==> src/verilog/lxd_pkg.sv <==
// Shared constants and types of the load and exchange decoder.
package lxd_pkg;
	localparam int AW = 16;
	localparam int DW = 8;
	localparam int NREG = 8;
	// Registers 0 to 5 form the general bank that the bank swap exchanges.
	localparam int N_MAIN = 6;
	localparam logic [AW-1:0] RST_PC = 16'h0000;
	localparam logic [AW-1:0] RST_SP = 16'hFFFF;
	localparam logic [AW-1:0] ONE16 = 16'h0001;
	localparam logic [DW-1:0] RST_BYTE = 8'h00;
	localparam logic [DW-1:0] OP_PRE_X = 8'hDD;
	localparam logic [DW-1:0] OP_PRE_Y = 8'hFD;
	localparam logic [DW-1:0] OP_PRE_ED = 8'hED;
	localparam logic [DW-1:0] OP_EX_AF = 8'h08;
	localparam logic [DW-1:0] OP_BANK_SWAP = 8'hD9;
	localparam logic [DW-1:0] OP_SP_HL = 8'hF9;
	localparam logic [DW-1:0] OP_A_NN = 8'h3A;
	localparam logic [DW-1:0] OP_NN_A = 8'h32;
	localparam logic [DW-1:0] OP_HL_NN = 8'h2A;
	localparam logic [DW-1:0] OP_NN_HL = 8'h22;
	localparam logic [DW-1:0] OP_A_BC = 8'h0A;
	localparam logic [DW-1:0] OP_A_DE = 8'h1A;
	localparam logic [DW-1:0] OP_BC_A = 8'h02;
	localparam logic [DW-1:0] OP_DE_A = 8'h12;
	localparam logic [DW-1:0] OP_HALT = 8'h76;
	localparam logic [DW-1:0] OP_H_N = 8'h26;
	localparam logic [DW-1:0] OP_M_N = 8'h36;
	localparam logic [DW-1:0] OP_C_B = 8'h48;
	localparam logic [DW-1:0] OP_M_D = 8'h72;
	localparam logic [DW-1:0] OP_PUSH_AF = 8'hF5;
	localparam logic [1:0] GRP_MISC = 2'h0;
	localparam logic [1:0] GRP_MOVE = 2'h1;
	localparam logic [1:0] GRP_STACK = 2'h3;
	localparam logic [2:0] LO_IMM8 = 3'h6;
	localparam logic [3:0] LO4_IMM16 = 4'h1;
	localparam logic [3:0] LO4_POP = 4'h1;
	localparam logic [3:0] LO4_PUSH = 4'h5;
	localparam logic [3:0] LO4_ED_RD = 4'hB;
	localparam logic [3:0] LO4_ED_WR = 4'h3;
	localparam logic [2:0] R_B = 3'h0;
	localparam logic [2:0] R_C = 3'h1;
	localparam logic [2:0] R_D = 3'h2;
	localparam logic [2:0] R_E = 3'h3;
	localparam logic [2:0] R_H = 3'h4;
	localparam logic [2:0] R_L = 3'h5;
	localparam logic [2:0] R_MEM = 3'h6;
	localparam logic [2:0] R_F = 3'h6;
	localparam logic [2:0] R_A = 3'h7;
	localparam logic [1:0] PP_BC = 2'h0;
	localparam logic [1:0] PP_DE = 2'h1;
	localparam logic [1:0] PP_HL = 2'h2;

	function automatic logic [1:0] f_grp(input logic [DW-1:0] op);
		return op[7:6];
	endfunction
	function automatic logic [2:0] f_dst(input logic [DW-1:0] op);
		return op[5:3];
	endfunction
	function automatic logic [2:0] f_src(input logic [DW-1:0] op);
		return op[2:0];
	endfunction
	function automatic logic [1:0] f_pp(input logic [DW-1:0] op);
		return op[5:4];
	endfunction
	function automatic logic [3:0] f_lo4(input logic [DW-1:0] op);
		return op[3:0];
	endfunction

	typedef enum logic [3:0] {S_FETCH, S_DEC, S_DISP, S_N, S_NNLO, S_NNHI, S_RD1, S_RD2,
		S_WR1, S_WR2, S_PUSH1, S_PUSH2, S_POP1, S_POP2} lxd_state_type;
	typedef enum logic [1:0] {PRE_NONE, PRE_X, PRE_Y} lxd_pre_type;
	typedef enum logic [2:0] {K_NONE, K_IMM8, K_RD8, K_WR8, K_RD16, K_WR16, K_IMM16} lxd_kind_type;

	typedef struct packed {
		lxd_state_type st;
		logic [AW-1:0] pc, sp, ix, iy, addr, maddr;
		lxd_pre_type pre;
		lxd_kind_type kind;
		logic ed, wimm, afsel, done, illegal;
		logic [DW-1:0] op, lo, wdat;
		logic [2:0] reg_sel;
		logic [1:0] pp;
	} lxd_core_type;

	localparam lxd_core_type CORE_RST = '{st: S_FETCH, pc: RST_PC, sp: RST_SP, pre: PRE_NONE,
		kind: K_NONE, maddr: RST_PC, default: '0};

	typedef struct packed {
		logic [NREG-1:0][DW-1:0] main, alt;
	} lxd_bank_type;
endpackage

==> src/verilog/lxd_rf_if.sv <==
// Link between the sequencer and the swappable register bank.
`timescale 1ns/1ns
interface lxd_rf_if;
	import lxd_pkg::*;
	logic [NREG-1:0][DW-1:0] regs;
	logic we_a, we_b, swap_af, swap_bank;
	logic [2:0] sel_a, sel_b;
	logic [DW-1:0] dat_a, dat_b;
	modport core (input regs, output we_a, we_b, sel_a, sel_b, dat_a, dat_b, swap_af, swap_bank);
	modport bank (output regs, input we_a, we_b, sel_a, sel_b, dat_a, dat_b, swap_af, swap_bank);
endinterface
==> src/verilog/lxd_bank.sv <==
// General register bank with its duplicate set and the two exchange paths.
`timescale 1ns/1ns
module lxd_bank (
	input wire logic clk_i,
	input wire logic rstn_i,
	lxd_rf_if.bank rf
);
	import lxd_pkg::*;
	lxd_bank_type s_r, s_nxt;

	always_comb begin
		s_nxt = s_r;
		for (int i = 0; i < NREG; i++) begin
			// Exchange first; a write in the same cycle lands in the newly active set.
			if ((rf.swap_af && (i == R_A || i == R_F)) || (rf.swap_bank && i < N_MAIN)) begin // see [RULE10]
				s_nxt.main[i] = s_r.alt[i];
				s_nxt.alt[i] = s_r.main[i];
			end
		end
		if (rf.we_a) begin
			s_nxt.main[rf.sel_a] = rf.dat_a;
		end
		if (rf.we_b) begin
			s_nxt.main[rf.sel_b] = rf.dat_b;
		end
	end

	always_ff @(posedge clk_i or negedge rstn_i) begin
		if (!rstn_i) begin
			s_r <= '{main: {NREG{RST_BYTE}}, alt: {NREG{RST_BYTE}}};
		end else begin
			s_r <= s_nxt;
		end
	end

	assign rf.regs = s_r.main;
endmodule

==> src/verilog/lxd_ea.sv <==
// Indexed address adder: index register plus signed displacement.
`timescale 1ns/1ns
module lxd_ea (
	input wire logic [lxd_pkg::AW-1:0] base_i,
	input wire logic [lxd_pkg::DW-1:0] disp_i,
	output logic [lxd_pkg::AW-1:0] ea_o
);
	import lxd_pkg::*;
	// The displacement is two's complement, so it is sign extended before the add.
	assign ea_o = base_i + {{(AW - DW){disp_i[DW-1]}}, disp_i}; // see [RULE12]
endmodule

==> src/verilog/lxd_load_exchange_decoder.sv <==
// Decoder and sequencer for the load, stack and exchange instructions.
// Behaviour
// [RULE1] Indexed 8-bit load: prefix, opcode, displacement.
// [RULE2] Direct-address load: opcode, low, high address.
// [RULE3] Immediate register load is opcode plus operand.
// [RULE4] Indexed immediate store: prefix, 36, displacement, operand.
// [RULE5] Every pair loads and stores by direct address.
// [RULE6] Push decrements before each byte; accumulator first.
// [RULE7] Stack moves 16 bits, high byte pushed first.
// [RULE8] Pop reads low then high, incrementing each.
// [RULE9] Low byte follows opcode, high byte next.
// [RULE10] 08 swaps acc_flag_pair; D9 swaps general bank.
// [RULE11] Only push and pop move the stack pointer; the code also loads it by OP_SP_HL and by pair loads.
// [RULE12] Displacement is signed, added to index register.
// [RULE13] Opcode 48 copies B into C.
// [RULE14] Opcode 72 stores D through pointer_pair.
// [RULE15] Prefix redirects pointer_pair to an index register.
// [RULE16] Memory returns instruction bytes in ascending order.
`timescale 1ns/1ns
module lxd_load_exchange_decoder (
	input wire logic clk_i,
	input wire logic rstn_i,
	output logic mem_req_o,
	output logic mem_we_o,
	output logic [lxd_pkg::AW-1:0] mem_addr_o,
	output logic [lxd_pkg::DW-1:0] mem_wdata_o,
	input wire logic [lxd_pkg::DW-1:0] mem_rdata_i,
	input wire logic mem_ready_i,
	output logic instr_done_o,
	output logic illegal_op_o,
	output logic [lxd_pkg::AW-1:0] pc_o,
	output logic [lxd_pkg::AW-1:0] sp_o
);
	import lxd_pkg::*;

	lxd_core_type s_r, s_nxt;
	lxd_rf_if rf();
	logic [AW-1:0] idx, hl, ea, wp_val;
	logic wp_go, finish;
	logic [1:0] grp;
	logic [2:0] dst, src;
	logic [3:0] lo4;

	// Value of the register pair that a state names; pointer_pair follows the prefix.
	function automatic logic [AW-1:0] pair_of(input lxd_core_type c,
		input logic [NREG-1:0][DW-1:0] r);
		logic [AW-1:0] v;
		v = '0;
		unique case (c.pp)
			PP_BC: v = {r[R_B], r[R_C]};
			PP_DE: v = {r[R_D], r[R_E]};
			PP_HL: v = (c.pre == PRE_NONE) ? {r[R_H], r[R_L]} : ((c.pre == PRE_X) ? c.ix : c.iy);
			default: v = c.afsel ? {r[R_A], r[R_F]} : c.sp;
		endcase
		return v;
	endfunction

	lxd_bank u_bank (
		.clk_i(clk_i),
		.rstn_i(rstn_i),
		.rf(rf.bank)
	);

	lxd_ea u_ea (
		.base_i(idx),
		.disp_i(mem_rdata_i),
		.ea_o(ea)
	);

	// ***********************************************
	// Sequencer
	// ***********************************************
	always_comb begin
		s_nxt = s_r;
		s_nxt.done = 1'b0;
		s_nxt.illegal = 1'b0;
		finish = 1'b0;
		wp_go = 1'b0;
		wp_val = '0;
		rf.we_a = 1'b0;
		rf.we_b = 1'b0;
		rf.sel_a = R_B;
		rf.sel_b = R_B;
		rf.dat_a = RST_BYTE;
		rf.dat_b = RST_BYTE;
		rf.swap_af = 1'b0;
		rf.swap_bank = 1'b0;
		idx = (s_r.pre == PRE_X) ? s_r.ix : s_r.iy; // see [RULE15]
		hl = {rf.regs[R_H], rf.regs[R_L]};
		grp = f_grp(s_r.op);
		dst = f_dst(s_r.op);
		src = f_src(s_r.op);
		lo4 = f_lo4(s_r.op);
		unique case (s_r.st)
			S_FETCH: begin
				if (mem_ready_i) begin
					s_nxt.pc = s_r.pc + ONE16; // see [RULE16]
					s_nxt.op = mem_rdata_i;
					if (mem_rdata_i == OP_PRE_X) begin
						s_nxt.pre = PRE_X; // see [RULE15]
					end else if (mem_rdata_i == OP_PRE_Y) begin
						s_nxt.pre = PRE_Y; // see [RULE15]
					end else if (mem_rdata_i == OP_PRE_ED) begin
						s_nxt.ed = 1'b1;
					end else begin
						s_nxt.st = S_DEC;
					end
				end
			end
			S_DEC: begin
				s_nxt.pp = f_pp(s_r.op);
				s_nxt.wimm = 1'b0;
				s_nxt.afsel = 1'b0;
				s_nxt.kind = K_NONE;
				if (s_r.ed) begin
					// The extended page has no indexed forms, so the prefix is dropped.
					s_nxt.pre = PRE_NONE;
					if (grp == GRP_MOVE && lo4 == LO4_ED_RD) begin
						s_nxt.kind = K_RD16; // see [RULE5]
						s_nxt.st = S_NNLO;
					end else if (grp == GRP_MOVE && lo4 == LO4_ED_WR) begin
						s_nxt.kind = K_WR16; // see [RULE5]
						s_nxt.st = S_NNLO;
					end else begin
						s_nxt.illegal = 1'b1;
						finish = 1'b1;
					end
				end else if (grp == GRP_MOVE && s_r.op != OP_HALT) begin
					s_nxt.addr = hl;
					if (src == R_MEM || dst == R_MEM) begin
						s_nxt.kind = (src == R_MEM) ? K_RD8 : K_WR8; // see [RULE14]
						s_nxt.reg_sel = (src == R_MEM) ? dst : src;
						if (s_r.pre != PRE_NONE) begin
							s_nxt.st = S_DISP; // see [RULE1]
						end else begin
							s_nxt.st = (src == R_MEM) ? S_RD1 : S_WR1;
						end
					end else begin
						rf.we_a = 1'b1; // see [RULE13]
						rf.sel_a = dst;
						rf.dat_a = rf.regs[src];
						finish = 1'b1;
					end
				end else if (grp == GRP_MISC && src == LO_IMM8) begin
					s_nxt.reg_sel = dst;
					s_nxt.addr = hl;
					if (dst == R_MEM) begin
						s_nxt.kind = K_WR8;
						s_nxt.wimm = 1'b1;
						// Displacement comes straight after the opcode, operand last.
						s_nxt.st = (s_r.pre != PRE_NONE) ? S_DISP : S_N; // see [RULE4]
					end else begin
						s_nxt.kind = K_IMM8; // see [RULE3]
						s_nxt.st = S_N;
					end
				end else if (s_r.op == OP_A_BC || s_r.op == OP_A_DE) begin
					s_nxt.kind = K_RD8;
					s_nxt.reg_sel = R_A;
					// The pair field is decoded in this cycle, so the pointer comes from the next copy.
					s_nxt.addr = pair_of(s_nxt, rf.regs);
					s_nxt.st = S_RD1;
				end else if (s_r.op == OP_BC_A || s_r.op == OP_DE_A) begin
					s_nxt.kind = K_WR8;
					s_nxt.reg_sel = R_A;
					s_nxt.addr = pair_of(s_nxt, rf.regs);
					s_nxt.st = S_WR1;
				end else if (s_r.op == OP_A_NN || s_r.op == OP_NN_A) begin
					s_nxt.kind = (s_r.op == OP_A_NN) ? K_RD8 : K_WR8; // see [RULE2]
					s_nxt.reg_sel = R_A;
					s_nxt.st = S_NNLO;
				end else if (s_r.op == OP_HL_NN || s_r.op == OP_NN_HL) begin
					s_nxt.kind = (s_r.op == OP_HL_NN) ? K_RD16 : K_WR16; // see [RULE5]
					s_nxt.st = S_NNLO;
				end else if (grp == GRP_MISC && lo4 == LO4_IMM16) begin
					s_nxt.kind = K_IMM16;
					s_nxt.st = S_NNLO;
				end else if (grp == GRP_STACK && (lo4 == LO4_POP || lo4 == LO4_PUSH)) begin
					s_nxt.afsel = 1'b1;
					s_nxt.st = (lo4 == LO4_POP) ? S_POP1 : S_PUSH1; // see [RULE11]
				end else if (s_r.op == OP_EX_AF) begin
					rf.swap_af = 1'b1; // see [RULE10]
					finish = 1'b1;
				end else if (s_r.op == OP_BANK_SWAP) begin
					rf.swap_bank = 1'b1; // see [RULE10]
					finish = 1'b1;
				end else if (s_r.op == OP_SP_HL) begin
					s_nxt.sp = (s_r.pre == PRE_NONE) ? hl : idx;
					finish = 1'b1;
				end else begin
					s_nxt.illegal = 1'b1;
					finish = 1'b1;
				end
			end
			S_DISP: begin
				if (mem_ready_i) begin
					s_nxt.pc = s_r.pc + ONE16;
					s_nxt.addr = ea; // see [RULE12]
					if (s_r.wimm) begin
						s_nxt.st = S_N; // see [RULE4]
					end else begin
						s_nxt.st = (s_r.kind == K_RD8) ? S_RD1 : S_WR1; // see [RULE1]
					end
				end
			end
			S_N: begin
				if (mem_ready_i) begin
					s_nxt.pc = s_r.pc + ONE16;
					s_nxt.lo = mem_rdata_i;
					if (s_r.kind == K_IMM8) begin
						rf.we_a = 1'b1; // see [RULE3]
						rf.sel_a = s_r.reg_sel;
						rf.dat_a = mem_rdata_i;
						finish = 1'b1;
					end else begin
						s_nxt.st = S_WR1;
					end
				end
			end
			S_NNLO: begin
				if (mem_ready_i) begin
					s_nxt.pc = s_r.pc + ONE16;
					s_nxt.lo = mem_rdata_i; // see [RULE9]
					s_nxt.st = S_NNHI;
				end
			end
			S_NNHI: begin
				if (mem_ready_i) begin
					s_nxt.pc = s_r.pc + ONE16;
					if (s_r.kind == K_IMM16) begin
						wp_go = 1'b1;
						wp_val = {mem_rdata_i, s_r.lo}; // see [RULE9]
						finish = 1'b1;
					end else begin
						s_nxt.addr = {mem_rdata_i, s_r.lo}; // see [RULE2]
						s_nxt.st = (s_r.kind == K_RD8 || s_r.kind == K_RD16) ? S_RD1 : S_WR1;
					end
				end
			end
			S_RD1: begin
				if (mem_ready_i) begin
					s_nxt.lo = mem_rdata_i;
					if (s_r.kind == K_RD8) begin
						rf.we_a = 1'b1;
						rf.sel_a = s_r.reg_sel;
						rf.dat_a = mem_rdata_i;
						finish = 1'b1;
					end else begin
						s_nxt.st = S_RD2;
					end
				end
			end
			S_RD2, S_POP2: begin
				if (mem_ready_i) begin
					if (s_r.st == S_POP2) begin
						s_nxt.sp = s_r.sp + ONE16; // see [RULE8]
					end
					wp_go = 1'b1;
					wp_val = {mem_rdata_i, s_r.lo}; // see [RULE7]
					finish = 1'b1;
				end
			end
			S_WR1: begin
				if (mem_ready_i) begin
					s_nxt.st = (s_r.kind == K_WR16) ? S_WR2 : S_FETCH;
					finish = (s_r.kind != K_WR16);
				end
			end
			S_WR2, S_PUSH2: begin
				if (mem_ready_i) begin
					if (s_r.st == S_PUSH2) begin
						s_nxt.sp = s_r.sp - ONE16; // see [RULE6]
					end
					finish = 1'b1;
				end
			end
			S_PUSH1: begin
				if (mem_ready_i) begin
					s_nxt.sp = s_r.sp - ONE16; // see [RULE6]
					s_nxt.st = S_PUSH2;
				end
			end
			S_POP1: begin
				if (mem_ready_i) begin
					s_nxt.lo = mem_rdata_i; // see [RULE8]
					s_nxt.sp = s_r.sp + ONE16;
					s_nxt.st = S_POP2;
				end
			end
		endcase
		if (finish) begin
			s_nxt.st = S_FETCH;
			s_nxt.pre = PRE_NONE;
			s_nxt.ed = 1'b0;
			s_nxt.done = 1'b1;
		end
		// Pair write-back; with a prefix pointer_pair lands in an index register.
		if (wp_go) begin
			unique case (s_r.pp)
				PP_BC, PP_DE: begin
					rf.we_a = 1'b1;
					rf.sel_a = (s_r.pp == PP_BC) ? R_B : R_D;
					rf.dat_a = wp_val[AW-1:DW];
					rf.we_b = 1'b1;
					rf.sel_b = (s_r.pp == PP_BC) ? R_C : R_E;
					rf.dat_b = wp_val[DW-1:0];
				end
				PP_HL: begin
					if (s_r.pre == PRE_X) begin
						s_nxt.ix = wp_val; // see [RULE15]
					end else if (s_r.pre == PRE_Y) begin
						s_nxt.iy = wp_val; // see [RULE15]
					end else begin
						rf.we_a = 1'b1;
						rf.sel_a = R_H;
						rf.dat_a = wp_val[AW-1:DW];
						rf.we_b = 1'b1;
						rf.sel_b = R_L;
						rf.dat_b = wp_val[DW-1:0];
					end
				end
				default: begin
					if (s_r.afsel) begin
						rf.we_a = 1'b1;
						rf.sel_a = R_A;
						rf.dat_a = wp_val[AW-1:DW];
						rf.we_b = 1'b1;
						rf.sel_b = R_F;
						rf.dat_b = wp_val[DW-1:0];
					end else begin
						s_nxt.sp = wp_val;
					end
				end
			endcase
		end
		// Address and write data are prepared one cycle ahead so the pins come from flops.
		unique case (s_nxt.st)
			S_RD1, S_WR1: s_nxt.maddr = s_nxt.addr;
			S_RD2, S_WR2: s_nxt.maddr = s_nxt.addr + ONE16;
			S_PUSH1, S_PUSH2: s_nxt.maddr = s_nxt.sp - ONE16; // see [RULE6]
			S_POP1, S_POP2: s_nxt.maddr = s_nxt.sp; // see [RULE8]
			S_FETCH, S_DEC, S_DISP, S_N, S_NNLO, S_NNHI: s_nxt.maddr = s_nxt.pc;
		endcase
		unique case (s_nxt.st)
			S_PUSH1, S_WR2: s_nxt.wdat = DW'(pair_of(s_nxt, rf.regs) >> DW); // see [RULE7]
			S_PUSH2: s_nxt.wdat = DW'(pair_of(s_nxt, rf.regs));
			S_WR1: begin
				if (s_nxt.kind == K_WR16) begin
					s_nxt.wdat = DW'(pair_of(s_nxt, rf.regs)); // see [RULE9]
				end else begin
					s_nxt.wdat = s_nxt.wimm ? s_nxt.lo : rf.regs[s_nxt.reg_sel];
				end
			end
			default: s_nxt.wdat = s_r.wdat;
		endcase
	end

	always_ff @(posedge clk_i or negedge rstn_i) begin
		if (!rstn_i) begin
			s_r <= CORE_RST;
		end else begin
			s_r <= s_nxt;
		end
	end

	assign mem_req_o = (s_r.st != S_DEC);
	assign mem_we_o = (s_r.st inside {S_WR1, S_WR2, S_PUSH1, S_PUSH2});
	assign mem_addr_o = s_r.maddr;
	assign mem_wdata_o = s_r.wdat;
	assign instr_done_o = s_r.done;
	assign illegal_op_o = s_r.illegal;
	assign pc_o = s_r.pc;
	assign sp_o = s_r.sp;

	// ***********************************************
	// Checks
	// ***********************************************
	logic plain;
	logic [AW-1:0] disp_sx;
	assign plain = (s_r.pre == PRE_NONE) && !s_r.ed;
	assign disp_sx = {{(AW - DW){mem_rdata_i[DW-1]}}, mem_rdata_i};
endmodule

==> config.mk <==
export PLATFORM = sky130hd
export DESIGN_NAME = lxd_load_exchange_decoder
export DESIGN_NICKNAME = d
export VERILOG_FILES = /design/src/verilog/lxd_pkg.sv /design/src/verilog/lxd_rf_if.sv /design/src/verilog/lxd_bank.sv /design/src/verilog/lxd_ea.sv /design/src/verilog/lxd_load_exchange_decoder.sv
export SDC_FILE = /design/constraint.sdc
export NUM_CORES = 1
export LEC_CHECK = 0
export ABC_CLOCK_PERIOD_IN_PS = 5000
export BUFFER_PORTS_ARGS = -buffer_cell sky130_fd_sc_hd__buf_2
export CORE_MARGIN = 4
export CORE_UTILIZATION = 35
export CTS_CLUSTER_DIAMETER = 40
export DETAILED_ROUTE_END_ITERATION = 6
export PLACE_DENSITY = 0.51
export SETUP_SLACK_MARGIN = 0.1
export SYNTH_ARGS = -nofsm -noshare
export SYNTH_HDL_FRONTEND = slang
export SYNTH_SLANG_ARGS = --single-unit
==> constraint.sdc <==
create_clock -name clk_i -period 5 [get_ports clk_i]
set_input_delay 0.25 -clock clk_i [delete_from_list [all_inputs] [get_ports clk_i]]
set_output_delay 0.25 -clock clk_i [all_outputs]
set_load 0.02 [all_outputs]
==> metrics.log, run 1 <==
INFO  metric status = completed
INFO  metric netlist_area = 0.01988 mm²
INFO  metric grt_pass1_vias = 18160
INFO  metric ys_async_sr_fraction = 1.000
INFO  metric synth_area_leader_cell = sky130_fd_sc_hd__dfrtp_1
INFO  metric share_of_power_burned_in_combinational_logic = 0.474
INFO  metric yosys_register_bits = 267
INFO  metric timing.rr.start = s_r[38]
INFO  metric timing.critical_path.from = s_r[38]
INFO  metric cts_root_buffer = sky130_fd_sc_hd__clkbuf_16
INFO  metric maxClockFrequency = 212.8 MHz
INFO  metric mappedNetlistNets = 2235
INFO  metric detail_route.drc_violations = 0
INFO  metric final-hold-violation-count = 0
INFO  metric gr-total-overflow = 0
INFO  metric syn_warnings = 0
INFO  metric fraction_of_layout_cells_with_a_size_suffix_above_1 = 0.2366
INFO  metric grt_start_max_net_pins = 128
INFO  metric drv_cap = 0
INFO  metric cpLargestDelayFamily = compound AO/OA/AOI/OAI gates
INFO  metric hold_path_class = input pin to flip-flop
INFO  metric postRouteWirelength = 85860 µm
INFO  metric setup_ws = 299.7 ps
INFO  metric cp_data_arrival_time = 5170 ps
INFO  metric netSwitchingFraction = 0.4536
INFO  metric grt_use_total = 0.2761
INFO  metric grt_first_pass_wirelength = 125700 µm
INFO  metric antenna_violations_before_repair = 1
INFO  metric slowest_delay = 510 ps
INFO  metric peakVddDrop = 0.3068 mV
INFO  metric fin_cells = 3031
INFO  metric total_power = 13.72 mW
INFO  metric worst_min_path_start = mem_rdata_i[0]
INFO  metric route.antenna.remaining_nets = 0
INFO  metric core_area = 0.05628 mm²
INFO  metric nFillCells = 5626
INFO  metric dp_worst_setup_slack = -86.12 ps
INFO  metric worst-path-buf-inv = 2
INFO  metric nNetsFinal = 2265
INFO  metric cts_tree = built
INFO  metric cts.reportedPaths.clkPinSlew = 50 ps
INFO  metric ys.flop_type = sky130_fd_sc_hd__dfrtp_1
INFO  metric skew = 37.29 ps
INFO  metric drtIter0Drc = 2190
INFO  metric timing_worst_slew_pin_value = 1290 ps
INFO  metric synth_seq_area_share = 0.3372
INFO  metric design.die.area = 0.06066 mm²
INFO  metric layout-area-overhead-vs-synth = 15.56%
INFO  metric vias = 18900
INFO  metric start_util = 0.3532
INFO  metric path_common_cell = sky130_fd_sc_hd__and3_1
INFO  metric criticalPathCategory = flip-flop to flip-flop
INFO  metric number_of_buffers_created_by_cts = 55
INFO  metric synth.lib_cells_used.distinct = 112
INFO  metric place_inst = 2928
INFO  metric number_of_i_o_pins = 71
INFO  metric p_per_area = 597.5 mW/mm²
INFO  metric final.hold.worst_slack = 29.15 ps
INFO  metric clkSinkCount = 267
INFO  metric area_occupied_by_multi_input_gates = 0.01192 mm²
INFO  metric maxSlewViolCount = 0
INFO  metric most-common-layout-cells = sky130_fd_sc_hd__dfrtp_1, sky130_fd_sc_hd__nand2_1, sky130_fd_sc_hd__o21ai_0, sky130_fd_sc_hd__mux2_2, sky130_fd_sc_hd__buf_4
INFO  metric power.static_leakage = 9.899 nW
INFO  metric avgViaCountPerCell = 6.236
INFO  metric endpoint_kind = flip-flop
INFO  metric cts.htree.levels = 2
INFO  metric first_pass_iters = 6
INFO  metric fin_crit = 4700 ps
INFO  metric portBuffers = 70
INFO  metric worstPathRequired = 5470 ps
INFO  metric rows = 87
INFO  metric intPower = 7.497 mW
INFO  metric insertion_delay = 620 ps
INFO  metric grt_setup_unrepaired = false
INFO  metric synth_largest_type_area_fraction = 0.3160
INFO  metric netSwitchingPower = 6.225 mW
INFO  metric clockPowerShare = 0.282
INFO  metric cp_slowest_cell = sky130_fd_sc_hd__or4_1
INFO  metric wl_per_cell = 28.33 µm
INFO  metric mostFrequentLayoutCell = sky130_fd_sc_hd__dfrtp_1
INFO  metric routabilityCongestion = 0.9947
INFO  metric sequentialPowerShare = 0.244
INFO  metric syn-mean-instance-area = 9.034 µm²
INFO  metric synthesized_instance_count = 2200
INFO  metric crit_path_start_kind = flip-flop
INFO  metric path_cells = inv_1, ha_2, buf_4, mux2_2, ha_1, and3_1, and3_1, a211oi_1, o311ai_0, o31ai_1, nand2_1, a31oi_1, nor3_1, or4_1
INFO  metric worst-path-max-fanout = 9
INFO  metric number_of_setup_violations_in_the_final_report = 0
INFO  metric totalNegativeSetupSlack = 0 ps
INFO  metric die_w = 246.3 µm
INFO  metric synth.top_cells.by_area = sky130_fd_sc_hd__dfrtp_1, sky130_fd_sc_hd__mux2_2, sky130_fd_sc_hd__mux2i_1
INFO  metric seqCellArea = 0.006701 mm²
INFO  metric fin_crit_sh = 0.9401
INFO  metric max-clock-path-buffers = 3
INFO  metric maxSlewHeadroom = 0.1312
INFO  metric synth_enable_flop_cells = 0
INFO  metric dpl.hpwl = 64380 µm
INFO  metric die_height = 246.3 µm
[cells by family (layout without fill, tap and decap cells)]
kind of cell	after synthesis	after routing	synth area share
fa+ha+maj	24	24	0.01549
other cells	0	1	0
compound gates	613	613	0.2078
buf+inv	265	339	0.06610
flops	267	267	0.3372
xor+xnor	53	53	0.02373
mux	290	290	0.1670
simple gates	688	688	0.1827
[worst paths after layout]
kind	to	slack, ps	cells after the start
setup / recovery	mem_addr_o[10]	300	14
hold / removal	lo4[0]	30	3
setup reg to reg	mem_addr_o[10]	300	14
hold reg to reg	mem_wdata_o[2]	480	1
max in group asynchronous	u_bank.s_r[50]	3390	3
min in group asynchronous	instr_done_o	210	2
[synthesized netlist by cell type, types with 22 or more instances]
master	count
sky130_fd_sc_hd__ha_1	23
sky130_fd_sc_hd__nor2b_1	22
sky130_fd_sc_hd__nor3_1	39
sky130_fd_sc_hd__a21oi_1	88
sky130_fd_sc_hd__a211oi_1	23
sky130_fd_sc_hd__nor2_1	100
sky130_fd_sc_hd__nand4_1	22
sky130_fd_sc_hd__a31oi_1	38
sky130_fd_sc_hd__xnor2_1	35
sky130_fd_sc_hd__o211ai_1	36
sky130_fd_sc_hd__dfrtp_1	251
sky130_fd_sc_hd__o21ai_0	176
sky130_fd_sc_hd__nand3_1	68
sky130_fd_sc_hd__clkbuf_1	92
sky130_fd_sc_hd__and3_1	30
sky130_fd_sc_hd__o22ai_1	26
sky130_fd_sc_hd__buf_4	65
sky130_fd_sc_hd__mux2i_1	101
sky130_fd_sc_hd__buf_2	36
sky130_fd_sc_hd__mux2_2	173
sky130_fd_sc_hd__inv_1	52
sky130_fd_sc_hd__nand2_1	240
[worst register-to-register path: cells and delay by family (launching register included)]
kind                     cells  cell delay, ps
AO/OA/AOI/OAI                4            1420
adder cells (fa/ha/maj)      2             700
buffers and inverters        2             330
flip-flops                   1             420
multiplexers                 1             370
AND/OR/NAND/NOR              5            1330
[stage by stage]
stage | instance area [µm²] | utilization
global route | 22960 | 0.4081
floorplan | 19880 | -
detailed placement | 20990 | 0.3729
global placement | 20990 | 0.3729
CTS | 22950 | 0.4078
finish | 22970 | 0.4081
[power by group through the flow]
stage | Combinational (mW) | Clock [mW] | Sequential (mW)
finish | 6.50 | 3.87 | 3.35
global route | 6.88 | 4.03 | 3.40
CTS | 6.36 | 3.93 | 3.32
detailed placement | 6.32 | 0 | 3.35
global placement | 6.33 | 0 | 3.34
floorplan | 4.47 | 0 | 2.94
[layer usage]
metal	GRT usage	vias to the layer above	routed length (µm)
met5	0	-	13
met4	0.1106	2	3913
met3	0.05072	235	7135
met2	0.4432	982	39200
met1	0.3688	9388	35600
li1	-	8293	-
[repair_timing]
action	4_1_cts	5_1_grt
endpoints found under the hold margin	56	0
resized for setup	1	2
setup buffers	0	0
setup endpoints to repair	1	3
hold buffers	1	0
[layout make-up]
type / instances / area share
multi-input combinational: 1668 / 0.5192
sequential: 267 / 0.2918
clock buffer: 65 / 0.06374
timing repair buffer: 180 / 0.05339
tap: 756 / 0.04119
clock inverter: 36 / 0.02114
inverter: 58 / 0.009479
antenna: 1 / 0.0001090
[sequential cells by signal, indices dropped and copies added (netlist names)]
register / flops
sp_o: 16
mem_addr_o: 16
grp: 2
illegal_op_o: 1
u_bank.rf.regs: 64
instr_done_o: 1
mem_wdata_o: 8
s_r: 73
pc_o: 16
lo4: 3
dst: 3
u_bank.s_r: 64
Power figures use the tool's default switching activity.
==> inputs of run 2 (changes only) <==
--- a/config.mk
+++ b/config.mk
@@ -7,11 +7,13 @@
 export LEC_CHECK = 0
 export ABC_CLOCK_PERIOD_IN_PS = 5000
 export BUFFER_PORTS_ARGS = -buffer_cell sky130_fd_sc_hd__buf_2
+export CELL_PAD_IN_SITES_DETAIL_PLACEMENT = 0
+export CELL_PAD_IN_SITES_GLOBAL_PLACEMENT = 1
 export CORE_MARGIN = 4
 export CORE_UTILIZATION = 35
 export CTS_CLUSTER_DIAMETER = 40
 export DETAILED_ROUTE_END_ITERATION = 6
-export PLACE_DENSITY = 0.51
+export PLACE_DENSITY = 0.62
 export SETUP_SLACK_MARGIN = 0.1
 export SYNTH_ARGS = -nofsm -noshare
 export SYNTH_HDL_FRONTEND = slang
==> metrics.log, run 2 (synthesis gave the netlist of run 1 again) <==
INFO  metric final-hold-violation-count = 0 (unchanged)
INFO  metric layout-area-overhead-vs-synth = 15.95%
INFO  metric dpl.hpwl = 65550 µm (+1.8%)
INFO  metric cp_data_arrival_time = 5150 ps (-20 ps)
INFO  metric fin_crit = 4682 ps (-18.42 ps)
INFO  metric worst_min_path_start = mem_rdata_i[2]
INFO  metric design.die.area = 0.06066 mm² (unchanged)
INFO  metric peakVddDrop = 0.3161 mV (+3.1%)
INFO  metric cts.htree.levels = 2 (unchanged)
INFO  metric worstPathRequired = 5470 ps (about the same)
INFO  metric grt_start_max_net_pins = 99 (-23%)
INFO  metric most-common-layout-cells = sky130_fd_sc_hd__dfrtp_1, sky130_fd_sc_hd__nand2_1, sky130_fd_sc_hd__o21ai_0, sky130_fd_sc_hd__mux2_2, sky130_fd_sc_hd__buf_4
INFO  metric maxSlewViolCount = 0 (unchanged)
INFO  metric drv_cap = 0 (unchanged)
INFO  metric wl_per_cell = 28.43 µm (+0.37%)
INFO  metric first_pass_iters = 7 (+1)
INFO  metric number_of_setup_violations_in_the_final_report = 0 (unchanged)
INFO  metric cts_root_buffer = sky130_fd_sc_hd__clkbuf_16
INFO  metric maxClockFrequency = 213.6 MHz (+0.39%)
INFO  metric vias = 18770 (-0.69%)
INFO  metric drtIter0Drc = 1935 (-12%)
INFO  metric timing_worst_slew_pin_value = 1284 ps (-5.193 ps)
INFO  metric postRouteWirelength = 86580 µm (+0.83%)
INFO  metric reg2reg_setup_slack = 320 ps (+20 ps)
INFO  metric final_area = 0.02304 mm² (+0.34%)
INFO  metric gr-total-overflow = 0 (unchanged)
INFO  metric max-clock-path-buffers = 3 (unchanged)
INFO  metric antenna_violations_before_repair = 3 (+2)
INFO  metric start_util = 0.3532 (unchanged)
INFO  metric grt_pass1_vias = 18430 (+1.5%)
INFO  metric nNetsFinal = 2279 (+0.62%)
INFO  metric p_per_area = 595.5 mW/mm² (-0.33%)
INFO  metric insertion_delay = 620 ps (about the same)
INFO  metric grt_setup_unrepaired = false
INFO  metric crit_path_start_kind = flip-flop
INFO  metric power.static_leakage = 9.934 nW (+0.36%)
INFO  metric rows = 87 (unchanged)
INFO  metric die_height = 246.3 µm (unchanged)
INFO  metric timing.reg2reg.worst_path_depth = 15 (+1)
INFO  metric fin_crit_sh = 0.9364 (-0.003684)
INFO  metric grt_first_pass_wirelength = 127200 µm (+1.2%)
INFO  metric worst-path-max-fanout = 12 (+3)
INFO  metric endpoint_kind = flip-flop
INFO  metric failed_checks = design-rule violations
INFO  metric mostFrequentLayoutCell = sky130_fd_sc_hd__dfrtp_1
INFO  metric cts.reportedPaths.clkPinSlew = 50 ps (about the same)
INFO  metric min_delay_path_depth = 3 (unchanged)
INFO  metric timing.critical_path.from = s_r[38]
INFO  metric number_of_i_o_pins = 71 (unchanged)
INFO  metric routabilityCongestion = 0.9991 (+0.44%)
INFO  metric nFillCells = 5637 (+0.20%)
INFO  metric rr_endpoint = mem_addr_o[14]
INFO  metric largest_register_ffs = 73 (unchanged)
INFO  metric clkSinkCount = 267 (unchanged)
INFO  metric avgViaCountPerCell = 6.164 (-1.1%)
INFO  metric cts_tree = built
INFO  metric maxSlewHeadroom = 0.1438 (+0.01255)
INFO  metric grt_use_total = 0.2802 (+0.004111)
INFO  metric status = finished with violations
INFO  metric number_of_buffers_created_by_cts = 54 (-1.8%)
INFO  metric route.antenna.remaining_nets = 0 (unchanged)
INFO  metric detail_route.drc_violations = 2 (+2)
INFO  metric dpl-instance-area = 0.02109 mm² (+0.50%)
INFO  metric timing.rr.start = s_r[38]
INFO  metric hold_path_class = input pin to flip-flop
INFO  metric fraction_of_layout_cells_with_a_size_suffix_above_1 = 0.2413 (+0.004671)
INFO  metric criticalPathCategory = flip-flop to flip-flop
INFO  metric totalNegativeSetupSlack = 0 ps (unchanged)
INFO  metric core_area = 0.05628 mm² (unchanged)
INFO  metric portBuffers = 70 (unchanged)
INFO  metric registers.top_by_ff_count = s_r
INFO  metric critPathCapture = mem_addr_o[14]
INFO  metric skew = 27.96 ps (-9.330 ps)
INFO  metric die_w = 246.3 µm (unchanged)
run 2: area by class of cell:
cell class | instances | area [µm²] | area share
repair buffers | 195 | 1326 | 0.05755
clock buffers | 65 | 1443 | 0.06260
multi-input cells | 1668 | 11920 | 0.5174
well taps | 756 | 945.9 | 0.04105
inverters | 58 | 217.7 | 0.009447
clock inverters | 35 | 485.5 | 0.02107
diodes | 1 | 2.502 | 0.0001086
flip-flops and latches | 267 | 6701 | 0.2908
run 2: worst min-delay path by stage:
stage,end,slack [ps]
3_5_place_dp,pc_o[8],330
3_3_place_gp,pc_o[8],320
4_1_cts,lo4[2],20
5_1_grt,lo4[2],70
2_1_floorplan,dst[0],-50
6_report,lo4[2],60
run 2: layer usage:
layer	wire, µm	vias up	share of wire	GRT usage
met5	0	-	0	0
met4	3449	0	0.040	0.1063
met3	6303	182	0.073	0.05475
met2	39900	835	0.46	0.4501
met1	36930	9446	0.43	0.3744
li1	-	8306	-	-
run 2: stage by stage:
stage | setup slack (ps) | power [mW] | std cells | hold slack (ps) | utilization
2_1_floorplan | 552.7 | 7.405 | 2200 | -45.59 | -
3_3_place_gp | 218.8 | 9.766 | 2943 | 317.4 | 0.3748
3_5_place_dp | 299.9 | 9.756 | 2943 | 330.1 | 0.3748
4_1_cts | 257.8 | 13.65 | 3044 | 21.28 | 0.4092
5_1_grt | 102.8 | 14.36 | 3044 | 74.52 | 0.4094
6_report | 318.1 | 13.72 | 3045 | 61.35 | 0.4095
run 2: repair_timing:
item                                   CTS  global route
setup endpoints to repair                0             5
endpoints found under the hold margin   74             0
gates resized for setup                  0             3
hold buffers                             1             0
setup buffers                            0             0
run 2: worst max-delay path: stages, from the launching register on:
cell	delay, ps
sky130_fd_sc_hd__dfrtp_1	440
sky130_fd_sc_hd__inv_1	120
sky130_fd_sc_hd__ha_1	400
sky130_fd_sc_hd__buf_4	300
sky130_fd_sc_hd__mux2_2	380
sky130_fd_sc_hd__ha_1	330
sky130_fd_sc_hd__o21a_1	220
sky130_fd_sc_hd__o31a_1	130
sky130_fd_sc_hd__buf_4	160
sky130_fd_sc_hd__o2111ai_1	280
sky130_fd_sc_hd__o21ai_0	190
sky130_fd_sc_hd__a2111oi_1	580
sky130_fd_sc_hd__o2111ai_1	200
sky130_fd_sc_hd__and3_1	280
sky130_fd_sc_hd__xor2_1	180
sky130_fd_sc_hd__a221o_1	350
run 2: where the power goes:
group          total (mW)  switching (mW)  internal (mW)
registers            3.33           0.712           2.62
clock network        3.82            1.33           2.49
logic                6.57            4.18           2.39
